===== config.mk =====
export PLATFORM = sky130hd
export DESIGN_NAME = pcg_clock_gen
export DESIGN_NICKNAME = d
export VERILOG_FILES = /design/src/common/pcg_pkg.sv /design/src/rtl/pcg_div.sv /design/src/rtl/pcg_clock_gen.sv
export VERILOG_INCLUDE_DIRS = /design/src /design/src/common
export SDC_FILE = /design/constraint.sdc
export NUM_CORES = 1
export LEC_CHECK = 0
export BUFFER_PORTS_ARGS = -buffer_cell sky130_fd_sc_hd__buf_2
export CAP_MARGIN = 20
export CORE_ASPECT_RATIO = 0.75
export CORE_MARGIN = 2
export CORE_UTILIZATION = 60
export DETAILED_ROUTE_END_ITERATION = 10
export PLACE_DENSITY_LB_ADDON = 0.25
export SLEW_MARGIN = 15
export SYNTH_ARGS = -nofsm -noshare
export SYNTH_HDL_FRONTEND = slang
export SYNTH_SLANG_ARGS = --single-unit

===== constraint.sdc =====
create_clock -name clock_i -period 8.1 [get_ports clock_i]
set_clock_uncertainty 0.15 [all_clocks]
set_input_delay 0 -clock clock_i [delete_from_list [all_inputs] [get_ports clock_i]]
set_output_delay 0 -clock clock_i [all_outputs]
set_load 0.01 [all_outputs]

===== src/common/pcg_regs.svh =====
`ifndef PCG_REGS_SVH
`define PCG_REGS_SVH
// Register offsets (byte addresses)
`define PCG_OFF_CTRL 8'h00
`define PCG_OFF_REFDV 8'h04
`define PCG_OFF_MULT 8'h08
`define PCG_OFF_SLOW 8'h0C
`define PCG_OFF_STAT 8'h10
// Control field positions
`define PCG_CTL_PWR 0
`define PCG_CTL_AUTO 1
`define PCG_CTL_ACQ 2
`define PCG_CTL_LIE 3
`define PCG_CTL_SYS 4
`define PCG_CTL_MOD 5
`define PCG_CTL_CAN 6
`define PCG_CTL_DBG 7
// Status field positions
`define PCG_ST_LOCK 0
`define PCG_ST_TRK 1
`define PCG_ST_FLAG 2
// Reset values
`define PCG_CTRL_RST 8'h02
`define PCG_REFDV_RST 3'h0
`define PCG_MULT_RST 6'h00
`define PCG_SLOW_RST 6'h00
// Slow divider step
`define PCG_SLOW_STEP 4
// Lock detector windows, in clock cycles of period error
`define PCG_TOL_LOCK 17'sh00004
`define PCG_TOL_UNL 17'sh00008
`define PCG_TOL_TRK 17'sh00008
`define PCG_TOL_UNT 17'sh00010
// Initial loop period estimate
`define PCG_PER_INIT 16'h0100
// Loop stabilization time after stop exit
`define PCG_CLK_MHZ 200
`define PCG_STAB_US 100
`define PCG_STAB_CYC (`PCG_STAB_US * `PCG_CLK_MHZ)
`endif


===== src/common/pcg_pkg.sv =====
package pcg_pkg;
	// Software control bits
	typedef struct packed {
		logic dbg_bus;
		logic can_sys;
		logic mod_tb;
		logic sys_loop;
		logic lie;
		logic wide_band_select;
		logic auto_bw;
		logic pwr;
	} pcg_ctrl_t;

	// Loop run state, one-hot
	typedef enum logic [3:0] {
		PCG_OFF = 4'h1,
		PCG_RUN = 4'h2,
		PCG_HALT = 4'h4,
		PCG_STAB = 4'h8
	} pcg_loop_t;

	// Clock enable bundle driven to consumers
	typedef struct packed {
		logic sys;
		logic bus;
		logic timebase;
		logic module_clk;
		logic can;
		logic debug;
		logic monitor;
	} pcg_clk_en_t;
endpackage


===== src/rtl/pcg_div.sv =====
`timescale 1ns/1ps
`default_nettype none
// Programmable enable divider: one pulse every div_i+1 input enables
module pcg_div #(
	parameter int W = 8
) (
	// Clock and reset
	input wire logic clock_i,
	input wire logic rstn_i,
	// Divider control
	input wire logic en_i,
	input wire logic [W-1:0] div_i,
	input wire logic clr_i,
	// Divided enable
	output logic pulse_o
);
	logic [W-1:0] cnt_q;

	// Counter restarts on clear so a new ratio takes effect cleanly
	always_ff @(posedge clock_i or negedge rstn_i)
	begin
		if (!rstn_i)
		begin
			cnt_q <= '0;
			pulse_o <= 1'b0;
		end
		else if (clr_i)
		begin
			cnt_q <= '0;
			pulse_o <= 1'b0;
		end
		else
		begin
			pulse_o <= en_i && (cnt_q >= div_i);
			if (en_i)
			begin
				if (cnt_q >= div_i)
					cnt_q <= '0;
				else
					cnt_q <= cnt_q + 1'b1;
			end
		end
	end
endmodule
`default_nettype wire


===== src/rtl/pcg_clock_gen.sv =====
// Notes on behaviour
// Slow divider divides crystal by 4 to 252 in steps of 4.
// Reference divider divides crystal by any integer one to eight.
// Loop multiplies reference by an integer factor one to sixty-four.
// Module clock selects peripheral clock or timebase clock.
// CAN clock comes from oscillator input or base system clock.
// Debug logic clocked by debug clock or external bus clock.
// Clock monitor runs from oscillator input regardless of selections.
// Selected loop keeps running during processor wait mode.
// Loop halts in stop; resumes same frequency after stabilization in automatic mode.
// Lock detector compares feedback and reference frequency for mode and lock.
// Filter acquires while select bit clear, tracks while it is set.
// Automatic bandwidth control lets the detector switch filter modes itself.
// Automatic mode: select bit read-only, set in tracking, cleared when untracked.
// Lock bit read-only, set inside lock window, cleared outside unlock window.
// Lock interrupt enabled raises a request on every lock bit toggle.
// Manual mode keeps lock detection and interrupts, only switching disabled.
// Manual mode: select bit writable and directly sets filter mode.
// Software clears select bit before powering loop in manual mode.
// Software waits acquisition time after power-on before selecting tracking.
// Software selects loop output only when locked; unlock there is a fault.
// Software may switch loop off before wait, then allow stabilization.
// Loop output equals crystal divided by reference value times multiplier.
`timescale 1ns/1ps
`default_nettype none
`include "pcg_regs.svh"
module pcg_clock_gen #(
	parameter int STAB_CYCLES = `PCG_STAB_CYC
) (
	// Clock and reset
	input wire logic clock_i,
	input wire logic rstn_i,
	// Register port
	input wire logic [7:0] addr_i,
	input wire logic [7:0] wdata_i,
	input wire logic wr_i,
	input wire logic rd_i,
	output logic [7:0] rdata_o,
	// Oscillator pin and stop request
	input wire logic oscillator_input_clock_i,
	input wire logic stop_i,
	// Clock enables to consumers
	output pcg_pkg::pcg_clk_en_t clk_en_o,
	output logic [1:0] cpu_phase_clocks_o,
	output logic slow_calibration_clock_o,
	// Loop filter control and lock interrupt
	output logic loop_filter_track_o,
	output logic lock_irq_o
);
	import pcg_pkg::*;

	// ********************************************
	// Registers and signals
	// ********************************************
	pcg_ctrl_t ctrl_q;
	logic [2:0] refdv_q;
	logic [5:0] mult_q;
	logic [5:0] slow_q;
	logic wide_band_select_q;
	logic lock_q;
	logic lock_flag_q;
	logic lock_d1_q;
	logic lock_change;
	logic [2:0] osc_sync_q;
	logic xtal_en;
	logic final_reference_clock;
	logic feedback_divided_clock;
	logic slow_en;
	logic loop_tick_q;
	logic [16:0] acc_q;
	logic [15:0] per_q;
	logic [15:0] ref_cnt_q;
	logic [15:0] ref_per_q;
	logic [15:0] fb_cnt_q;
	logic signed [16:0] err;
	logic signed [16:0] err_abs;
	logic fb_seen_q;
	pcg_loop_t loop_q;
	logic [31:0] stab_q;
	logic running;
	logic cfg_wr;
	logic sys_src;
	logic bus_tog_q;
	logic bus_src;
	logic tb_src;
	logic [7:0] slow_div;

	// ********************************************
	// Oscillator pin input
	// ********************************************
	// Two flops before any logic, third stage gives the edge
	always_ff @(posedge clock_i or negedge rstn_i)
	begin
		if (!rstn_i)
			osc_sync_q <= 3'h0;
		else
			osc_sync_q <= {osc_sync_q[1:0], oscillator_input_clock_i};
	end
	assign xtal_en = osc_sync_q[1] & ~osc_sync_q[2];

	// ********************************************
	// Register writes
	// ********************************************
	// A divider change restarts the loop measurement
	assign cfg_wr = wr_i && (addr_i == `PCG_OFF_REFDV || addr_i == `PCG_OFF_MULT);

	// Control and divider values
	always_ff @(posedge clock_i or negedge rstn_i)
	begin
		if (!rstn_i)
		begin
			ctrl_q <= `PCG_CTRL_RST;
			refdv_q <= `PCG_REFDV_RST;
			mult_q <= `PCG_MULT_RST;
			slow_q <= `PCG_SLOW_RST;
		end
		else if (wr_i)
		begin
			unique case (addr_i)
				`PCG_OFF_CTRL: ctrl_q <= wdata_i;
				`PCG_OFF_REFDV: refdv_q <= wdata_i[2:0];
				`PCG_OFF_MULT: mult_q <= wdata_i[5:0];
				`PCG_OFF_SLOW: slow_q <= wdata_i[5:0];
				default: ;
			endcase
		end
	end

	// ********************************************
	// Dividers
	// ********************************************
	// Reference: crystal divided by refdv+1
	pcg_div #(.W(3)) u_ref_div (
		.clock_i(clock_i),
		.rstn_i(rstn_i),
		.en_i(xtal_en),
		.div_i(refdv_q),
		.clr_i(cfg_wr),
		.pulse_o(final_reference_clock)
	);

	// Slow clock: field n gives divide by 4n, zero stops it
	assign slow_div = 8'((slow_q * `PCG_SLOW_STEP) - 1);
	pcg_div #(.W(8)) u_slow_div (
		.clock_i(clock_i),
		.rstn_i(rstn_i),
		.en_i(xtal_en && slow_q != 6'h00),
		.div_i(slow_div),
		.clr_i(1'b0),
		.pulse_o(slow_en)
	);

	// Feedback: loop ticks divided by mult+1
	pcg_div #(.W(6)) u_fb_div (
		.clock_i(clock_i),
		.rstn_i(rstn_i),
		.en_i(loop_tick_q),
		.div_i(mult_q),
		.clr_i(cfg_wr),
		.pulse_o(feedback_divided_clock)
	);

	// ********************************************
	// Loop run state
	// ********************************************
	// Wait mode is not an input here: the loop runs on through it
	always_ff @(posedge clock_i or negedge rstn_i)
	begin
		if (!rstn_i)
		begin
			loop_q <= PCG_OFF;
			stab_q <= '0;
		end
		else
		begin
			unique case (loop_q)
				PCG_OFF:
					if (ctrl_q.pwr)
						loop_q <= PCG_RUN;
				PCG_RUN:
					if (!ctrl_q.pwr)
						loop_q <= PCG_OFF;
					else if (stop_i)
						loop_q <= PCG_HALT;
				PCG_HALT:
					if (!stop_i)
					begin
						loop_q <= PCG_STAB;
						stab_q <= '0;
					end
				PCG_STAB:
					if (stop_i)
						loop_q <= PCG_HALT;
					else if (stab_q >= 32'(STAB_CYCLES - 1))
						loop_q <= ctrl_q.pwr ? PCG_RUN : PCG_OFF;
					else
						stab_q <= stab_q + 32'h1;
				default:
					loop_q <= PCG_OFF;
			endcase
		end
	end
	assign running = (loop_q == PCG_RUN);

	// ********************************************
	// Numeric oscillator
	// ********************************************
	// Each cycle adds mult+1; a tick every period/(mult+1) cycles
	always_ff @(posedge clock_i or negedge rstn_i)
	begin
		if (!rstn_i)
		begin
			acc_q <= '0;
			loop_tick_q <= 1'b0;
		end
		else if (!running)
		begin
			acc_q <= '0;
			loop_tick_q <= 1'b0;
		end
		else if (acc_q >= {1'b0, per_q})
		begin
			acc_q <= acc_q - {1'b0, per_q} + 17'(mult_q) + 17'h1;
			loop_tick_q <= 1'b1;
		end
		else
		begin
			acc_q <= acc_q + 17'(mult_q) + 17'h1;
			loop_tick_q <= 1'b0;
		end
	end

	// ********************************************
	// Period measurement
	// ********************************************
	// Reference period in clock cycles
	always_ff @(posedge clock_i or negedge rstn_i)
	begin
		if (!rstn_i)
		begin
			ref_cnt_q <= '0;
			ref_per_q <= `PCG_PER_INIT;
		end
		else if (final_reference_clock)
		begin
			ref_cnt_q <= 16'h1;
			ref_per_q <= ref_cnt_q;
		end
		else if (ref_cnt_q != 16'hFFFF)
			ref_cnt_q <= ref_cnt_q + 16'h1;
	end

	// Feedback period counter; first edge after start only arms it
	always_ff @(posedge clock_i or negedge rstn_i)
	begin
		if (!rstn_i)
		begin
			fb_cnt_q <= '0;
			fb_seen_q <= 1'b0;
		end
		else if (!running || cfg_wr)
		begin
			fb_cnt_q <= '0;
			fb_seen_q <= 1'b0;
		end
		else if (feedback_divided_clock)
		begin
			fb_cnt_q <= 16'h1;
			fb_seen_q <= 1'b1;
		end
		else if (fb_cnt_q != 16'hFFFF)
			fb_cnt_q <= fb_cnt_q + 16'h1;
	end

	// ********************************************
	// Lock detector and filter
	// ********************************************
	// Frequency error as a period difference
	assign err = $signed({1'b0, ref_per_q}) - $signed({1'b0, fb_cnt_q});
	assign err_abs = err[16] ? -err : err;

	// Period estimate: wide steps in acquisition, narrow in tracking
	always_ff @(posedge clock_i or negedge rstn_i)
	begin
		if (!rstn_i)
			per_q <= `PCG_PER_INIT;
		else if (loop_q == PCG_OFF)
			per_q <= `PCG_PER_INIT;
		else if (loop_q == PCG_HALT && !ctrl_q.auto_bw)
			per_q <= `PCG_PER_INIT; // Manual restart reacquires
		else if (running && feedback_divided_clock && fb_seen_q)
		begin
			if (wide_band_select_q)
				per_q <= 16'($signed({1'b0, per_q}) + (err >>> 3));
			else
				per_q <= 16'($signed({1'b0, per_q}) + (err >>> 1));
		end
	end

	// Filter mode: detector in automatic, software in manual
	always_ff @(posedge clock_i or negedge rstn_i)
	begin
		if (!rstn_i)
			wide_band_select_q <= 1'b0;
		else if (!ctrl_q.auto_bw)
		begin
			if (wr_i && addr_i == `PCG_OFF_CTRL)
				wide_band_select_q <= wdata_i[`PCG_CTL_ACQ];
		end
		else if (!running)
			wide_band_select_q <= 1'b0;
		else if (feedback_divided_clock && fb_seen_q)
		begin
			if (err_abs <= `PCG_TOL_TRK)
				wide_band_select_q <= 1'b1;
			else if (err_abs > `PCG_TOL_UNT)
				wide_band_select_q <= 1'b0;
		end
	end

	// Lock bit works in both modes
	always_ff @(posedge clock_i or negedge rstn_i)
	begin
		if (!rstn_i)
			lock_q <= 1'b0;
		else if (!running)
			lock_q <= 1'b0;
		else if (feedback_divided_clock && fb_seen_q)
		begin
			if (err_abs <= `PCG_TOL_LOCK)
				lock_q <= 1'b1;
			else if (err_abs > `PCG_TOL_UNL)
				lock_q <= 1'b0;
		end
	end

	// Lock change flag: a toggle beats a same-cycle write-one clear
	always_ff @(posedge clock_i or negedge rstn_i)
	begin
		if (!rstn_i)
			lock_flag_q <= 1'b0;
		else if (lock_change)
			lock_flag_q <= 1'b1;
		else if (wr_i && addr_i == `PCG_OFF_STAT && wdata_i[`PCG_ST_FLAG])
			lock_flag_q <= 1'b0;
	end

	// Previous lock level, for the toggle detector
	always_ff @(posedge clock_i or negedge rstn_i)
	begin
		if (!rstn_i)
			lock_d1_q <= 1'b0;
		else
			lock_d1_q <= lock_q;
	end
	assign lock_change = lock_q ^ lock_d1_q;

	// Request follows flag gated by the enable
	always_ff @(posedge clock_i or negedge rstn_i)
	begin
		if (!rstn_i)
			lock_irq_o <= 1'b0;
		else
			lock_irq_o <= lock_flag_q & ctrl_q.lie;
	end

	// ********************************************
	// Clock selection
	// ********************************************
	// Base clock from loop or crystal; software checks lock first
	assign sys_src = ctrl_q.sys_loop ? loop_tick_q : xtal_en;
	assign bus_src = sys_src & bus_tog_q;
	assign tb_src = (slow_q != 6'h00) ? slow_en : xtal_en;

	// Bus clock is half the base clock
	always_ff @(posedge clock_i or negedge rstn_i)
	begin
		if (!rstn_i)
		begin
			bus_tog_q <= 1'b0;
			cpu_phase_clocks_o <= 2'h1;
		end
		else if (sys_src)
		begin
			bus_tog_q <= ~bus_tog_q;
			cpu_phase_clocks_o <= {cpu_phase_clocks_o[0], cpu_phase_clocks_o[1]};
		end
	end

	// All consumer enables leave from flops
	always_ff @(posedge clock_i or negedge rstn_i)
	begin
		if (!rstn_i)
		begin
			clk_en_o <= '0;
			loop_filter_track_o <= 1'b0;
			slow_calibration_clock_o <= 1'b0;
		end
		else
		begin
			clk_en_o.sys <= sys_src;
			clk_en_o.bus <= bus_src;
			clk_en_o.timebase <= tb_src;
			clk_en_o.module_clk <= ctrl_q.mod_tb ? tb_src : bus_src;
			clk_en_o.can <= ctrl_q.can_sys ? sys_src : xtal_en;
			clk_en_o.debug <= ctrl_q.dbg_bus ? bus_src : sys_src;
			clk_en_o.monitor <= xtal_en;
			loop_filter_track_o <= wide_band_select_q;
			if (slow_en)
				slow_calibration_clock_o <= ~slow_calibration_clock_o;
		end
	end

	// ********************************************
	// Register reads
	// ********************************************
	// Data stand one cycle after the read strobe, else zero
	always_ff @(posedge clock_i or negedge rstn_i)
	begin
		if (!rstn_i)
			rdata_o <= 8'h00;
		else if (!rd_i)
			rdata_o <= 8'h00;
		else
		begin
			unique case (addr_i)
				`PCG_OFF_CTRL:
				begin
					rdata_o <= ctrl_q;
					rdata_o[`PCG_CTL_ACQ] <= wide_band_select_q;
				end
				`PCG_OFF_REFDV: rdata_o <= {5'h00, refdv_q};
				`PCG_OFF_MULT: rdata_o <= {2'h0, mult_q};
				`PCG_OFF_SLOW: rdata_o <= {2'h0, slow_q};
				`PCG_OFF_STAT: rdata_o <= {5'h00, lock_flag_q, wide_band_select_q, lock_q};
				default: rdata_o <= 8'h00;
			endcase
		end
	end
endmodule
`default_nettype wire


# Word-level counts from Yosys, hierarchy flattened
# Cells that the tools add are included.
[totals] reg_bits=189 in_bits=22 elab_cells=186 output_inout_bits=20
[classes] muxes=56 n_addsub=16 n_lt_le_gt_ge=9 bitwise_logic=7 n_reduce_logical=35 eq_ne=20
[op_table] op="$mux 16" count=9
[op_table] op="$mux 32" count=3
[op_table] op="$pmux 32 s2" count=1
[op_table] op="$mux 17" count=3
[op_table] op="$pmux 8 s5" count=1
[op_table] op="$add 17x1->17 const B" count=2
[op_table] op="$add 17x6->17" count=2
[op_table] op="$add 16x1->16 const B" count=2
[op_table] op="$add 32x1->32 const B" count=1
[op_table] op="$ge 32x15->1 const B" count=1
[op_table] op="$ne 16x16->1 const B" count=2
[op_table] op="$mux 4" count=6
[op_table] op="$mux 1" count=23
[op_table] op="$mux 6" count=3
[op_table] op="$ge 17x16->1" count=1
[op_table] op="$gt 17x5->1 const B" count=1
[op_table] op="$gt 17x6->1 const B" count=1
[op_table] op="$le 17x4->1 const B" count=1
[op_table] op="$le 17x5->1 const B" count=1
[op_table] op="$neg 17->17" count=1
[op_table] op="$sub 16x16->17" count=1
[op_table] op="$sub 17x16->17" count=1
[op_table] op="$add 16x14->16" count=1
[op_table] op="$add 16x16->16" count=1
[op_table] op="other kinds (37)" count=74

# Longest topological paths before layout
[depth] ltp_word=9 mapped_depth=21 depth_no_buf=20

# By module
# From an unflattened synthesis, not the netlist that was laid out.
[unflattened] cells_unflattened=1380 hier_area_um2=12817.3
[modules_own_cells] mod="pcg_clock_gen" n_inst=1 cells_each=1219 area_each_um2=11290.8 seq_area_each_um2=4235.3
[modules_own_cells] mod="pcg_div (u_slow_div)" n_inst=1 cells_each=76 area_each_um2=711.9 seq_area_each_um2=225.2
[modules_own_cells] mod="pcg_div (u_fb_div)" n_inst=1 cells_each=57 area_each_um2=545.5 seq_area_each_um2=175.2
[modules_own_cells] mod="pcg_div (u_ref_div)" n_inst=1 cells_each=28 area_each_um2=269.0 seq_area_each_um2=100.1

# Worst setup path before layout
# No wires, ideal clock.
[synth_timing] path_type="flip-flop to flip-flop" start="reg fb_cnt_q[0]" end="reg per_q[15]" arrival_time_ns=4.128 period_less_slack_ns=4.350 n_path_buf=1 required_ns=7.878 stages_incl_launch_ff=20 path_slack_ns=3.750 setup_time_ns=0.072 cell_sequence="dfrtp_1 -> ha_1 -> fa_1 -> nand2b_2 -> a21oi_4 -> xnor2_2 -> clkbuf_1 -> nand2_1 -> o21ai_0 -> ha_1 -> a21o_1 -> a21oi_1 -> o21ai_0 -> a211o_1 -> and3_1 -> o31ai_1 -> o21ai_0 -> nor4_1 -> a21oi_1 -> nor2_1"
[synth_between] elab_chain_cells=6 word_cells_on_any_way=7
[synth_lines] item="from (decl)" line="pcg_clock_gen.sv:74" rtl="logic [15:0] fb_cnt_q;"
[synth_lines] item="from (signal assigned)" line="pcg_clock_gen.sv:272" rtl="fb_cnt_q <= fb_cnt_q + 16'h1;"
[synth_lines] item="$sub 16x16->17 *" line="pcg_clock_gen.sv:279" rtl="assign err = $signed({1'b0, ref_per_q}) - $signed({1'b0, fb_cnt_q});"
[synth_lines] item="$add 16x16->16 / $add 16x14->16 (equally long branches)" line="pcg_clock_gen.sv:296, pcg_clock_gen.sv:294"
[synth_lines] item="$mux 16 *" line="pcg_clock_gen.sv:293" rtl="if (wide_band_select_q)"
[synth_lines] item="$mux 16 *" line="pcg_clock_gen.sv:291" rtl="else if (running && feedback_divided_clock && fb_seen_q)"
[synth_lines] item="$mux 16 *" line="pcg_clock_gen.sv:289" rtl="else if (loop_q == PCG_HALT && !ctrl_q.auto_bw)"
[synth_lines] item="$mux 16 *" line="pcg_clock_gen.sv:287" rtl="else if (loop_q == PCG_OFF)"
[synth_lines] item="to (signal assigned)" line="pcg_clock_gen.sv:288" rtl="per_q <= `PCG_PER_INIT;"
[synth_lines] item="to (signal assigned)" line="pcg_clock_gen.sv:290" rtl="per_q <= `PCG_PER_INIT;"
[synth_lines] item="to (signal assigned)" line="pcg_clock_gen.sv:294" rtl="per_q <= 16'($signed({1'b0, per_q}) + (err >>> 3));"
[synth_lines] item="to (decl)" line="pcg_clock_gen.sv:71" rtl="logic [15:0] per_q;"
# Every way passes the cells marked *; elsewhere a longest branch is shown, timed or not. The select of a mux whose other input is x is not followed.
# A chain may end at the register's enable or synchronous reset.

# Worst setup path in the final report
# Ends and elaborated chain as after synthesis.

==> metrics <==
post-layout power=3.75 mW; number of global-route vias before repair=10430; setup TNS=0 ns; TritonCTS Buffers=17; PnR worst setup slack=3.33 ns; Placer Congestion=0.904; RSZ-0062 raised after global routing=false; CTS tree=yes; crit path DAT=4.98 ns; Cells after Synth=1453; power density cells=261 nW/um2; CP Max Fanout=14; fin cells=1796; family with the most delay on the worst path=compound AO/OA/AOI/OAI gates; Antenna Nets Post-Route=0; root buf cell=clkbuf_16; first-pass GRT wire length=50.9 mm; Hold Crit Class=primary input to flop; DR WL/cell=16.8 um; Worst-Skew Late Latency=0.45 ns; Die Height=132 um; register bit total from synthesis=189; commonest non-fill, non-tap cell in the layout=dfrtp_1; Port Buffers=41; largest net degree at the start of global routing=116; max_slew headroom=0.344; most frequent cells in the layout=184 x dfrtp_1, 148 x nor2_1, 112 x inv_1; critical path class=flop to flop; sequential area share after synthesis=0.360; die area=23100 um2; worst-margin pin slew=0.984 ns; Global Route Usage Sum=0.268; Hold Violations, Final=0; cts repair resizes=0; Worst setup EP type=flop; Leakage Power=6.63 nW; core area=21300 um2; Cell Rows=46; vias per cell=6.01; slowest CP cell=fa_1; DRC viols=0; min Tclk post-route=4.77 ns; max-cap viol count=0; Max clock buf depth=2; Max VDD drop=0.227 mV; fin. max-slew vios=0; final setup violation count=0; Synth area leaders=dfrtp_1 35%, ha_1 9.1%, nor2_1 4.2%, mux2_2 3.9%, inv_1 3.2%; FILL cells=1777; Clock transition at path regs=0.07 ns; grt total ovfl=0; Post-synth top flop=dfrtp_1; clock sink count=189; depth of the CTS H-tree=4; Post-Syn Area=13100 um2; CP Cell Sequence=ha_1, fa_1, nand2b_2, a21oi_4, xnor2_2, nand2_1, o21ai_0, ha_1, a21o_1, a21oi_1, o21ai_0, a211o_1, and3_1, o31ai_1, o21ai_0, nor4_1, a21oi_1, nor2_1; drt first pass iters=5; Initial DRC Count=1012; Routed WL=30.2 mm; run status=complete, no violations; n_diodes=0; initial antenna violation count=0; Post-synth EDFFs=0; Syn Nets=1584; DP Cell Count=1744; Distinct cells, synth=84; Worst Path Required=8.31 ns; # IOs=42; Max Clock Freq=210 MHz; Synth top area share=0.350; Crit path buffers/inverters=0; Worst Setup Slack post-DPL=3.45 ns; Post-CTS Repair Setup Buffers=0; Post-Syn Area per Cell=9.04 um2; Initial Util=0.617; area grow syn2layout=9.63%; die width=175 um; CP startpoint kind=flop; NumNets Final=1626; FFs w/ async S/R, synth=1.00; vias=10800; crit-path most repeated cell=o21ai_0; synth warn=0; share of layout cells above drive strength 1=0.110; CP max stage delay=0.45 ns; Yosys top cell by area=dfrtp_1; final cycle utilization of the critical path=0.589; CTS hold repair buffers=20; DPL Wire Length=21.7 mm
==> power breakdown <==
group | switching [mW] | internal (mW) | total, mW
logic | 1.09 | 0.699 | 1.78
registers | 0.0713 | 1.00 | 1.07
clock network | 0.409 | 0.486 | 0.895
total | 1.57 | 2.19 | 3.75
==> cells by family after synthesis <==
family                   Yosys count  synth area share
buffers and inverters            156            0.0462
adder cells (fa/ha/maj)          109             0.111
multiplexers                      67            0.0582
AND/OR/NAND/NOR                  522             0.202
XOR/XNOR                          88            0.0627
flip-flops                       189             0.360
AO/OA/AOI/OAI                    322             0.160
==> worst paths after layout <==
kind                                          startpoint            end  slack [ns]  cells past startpoint
worst max-delay path                         fb_cnt_q[0]      per_q[15]        3.33                     18
worst min-delay path            oscillator_input_clock_i  osc_sync_q[0]        0.05                      2
worst max register to register               fb_cnt_q[0]      per_q[15]        3.33                     18
worst min register to register             osc_sync_q[0]  osc_sync_q[1]        0.21                      0
max in group asynchronous                         rstn_i    fb_cnt_q[2]        6.23                      3
min in group asynchronous                         rstn_i      acc_q[10]        0.06                      2
==> layout make-up <==
class                           instances  area [um2]  share of cell area
Multi-Input combinational cell       1108        7800               0.542
Sequential cell                       189        4740               0.329
Timing Repair Buffer                   67         459              0.0319
Clock buffer                           19         453              0.0314
Inverter                              112         420              0.0292
Tap cell                              288         360              0.0250
Clock inverter                         13         175              0.0122
==> cell usage after synthesis (5+ instances only) <==
| cell type | n |
|---|---|
| a211o_1 | 5 |
| a211oi_1 | 15 |
| a21o_1 | 25 |
| a21oi_1 | 75 |
| a22oi_1 | 5 |
| a31oi_1 | 21 |
| a41oi_1 | 5 |
| and2_1 | 9 |
| and3_1 | 19 |
| and4_1 | 10 |
| buf_2 | 5 |
| clkbuf_1 | 32 |
| dfrtp_1 | 184 |
| dfstp_2 | 5 |
| fa_1 | 13 |
| ha_1 | 96 |
| inv_1 | 112 |
| mux2_2 | 45 |
| mux2i_1 | 19 |
| nand2_1 | 99 |
| nand2b_1 | 29 |
| nand3_1 | 61 |
| nand3b_1 | 8 |
| nand4_1 | 12 |
| nand4b_1 | 6 |
| nor2_1 | 148 |
| nor2b_1 | 20 |
| nor3_1 | 42 |
| nor3b_1 | 8 |
| nor4_1 | 9 |
| o211ai_1 | 9 |
| o21a_1 | 15 |
| o21ai_0 | 75 |
| o21ai_1 | 5 |
| o22ai_1 | 11 |
| o31ai_1 | 7 |
| o32ai_1 | 5 |
| o41ai_1 | 5 |
| or2_2 | 8 |
| or3_1 | 11 |
| or4_1 | 5 |
| xnor2_1 | 45 |
| xor2_1 | 39 |
==> registers in the layout, indices dropped and copies added, names as in the netlist, 2 cells and up <==
| name | cells |
|---|---|
| stab_q | 32 |
| acc_q | 17 |
| fb_cnt_q | 16 |
| per_q | 16 |
| ref_cnt_q | 16 |
| ref_per_q | 16 |
| rdata_o | 8 |
| u_slow_div.cnt_q | 8 |
| clk_en_o | 7 |
| ctrl_q | 7 |
| mult_q | 6 |
| slow_q | 6 |
| u_fb_div.cnt_q | 6 |
| loop_q | 4 |
| osc_sync_q | 3 |
| refdv_q | 3 |
| u_ref_div.cnt_q | 3 |
| cpu_phase_clocks_o | 2 |
==> metal layers <==
| layer | wire (um) | part of all wire | track usage |
|---|---|---|---|
| met5 | 0 | 0 | 0 |
| met2 | 13600 | 0.45 | 0.422 |
| met4 | 278 | 0.0092 | 0.0523 |
| met1 | 14800 | 0.49 | 0.391 |
| met3 | 1420 | 0.047 | 0.0473 |
==> through the flow <==
stage	area (um2)	hold WS [ns]	util
2_1_floorplan	13100	-0.446	-
3_3_place_gp	13600	-0.0389	0.637
3_5_place_dp	13600	-0.0404	0.637
4_1_cts	14400	0.0251	0.676
5_1_grt	14400	0.0524	0.676
6_report	14400	0.0550	0.676
Power figures use the tool's default switching activity.
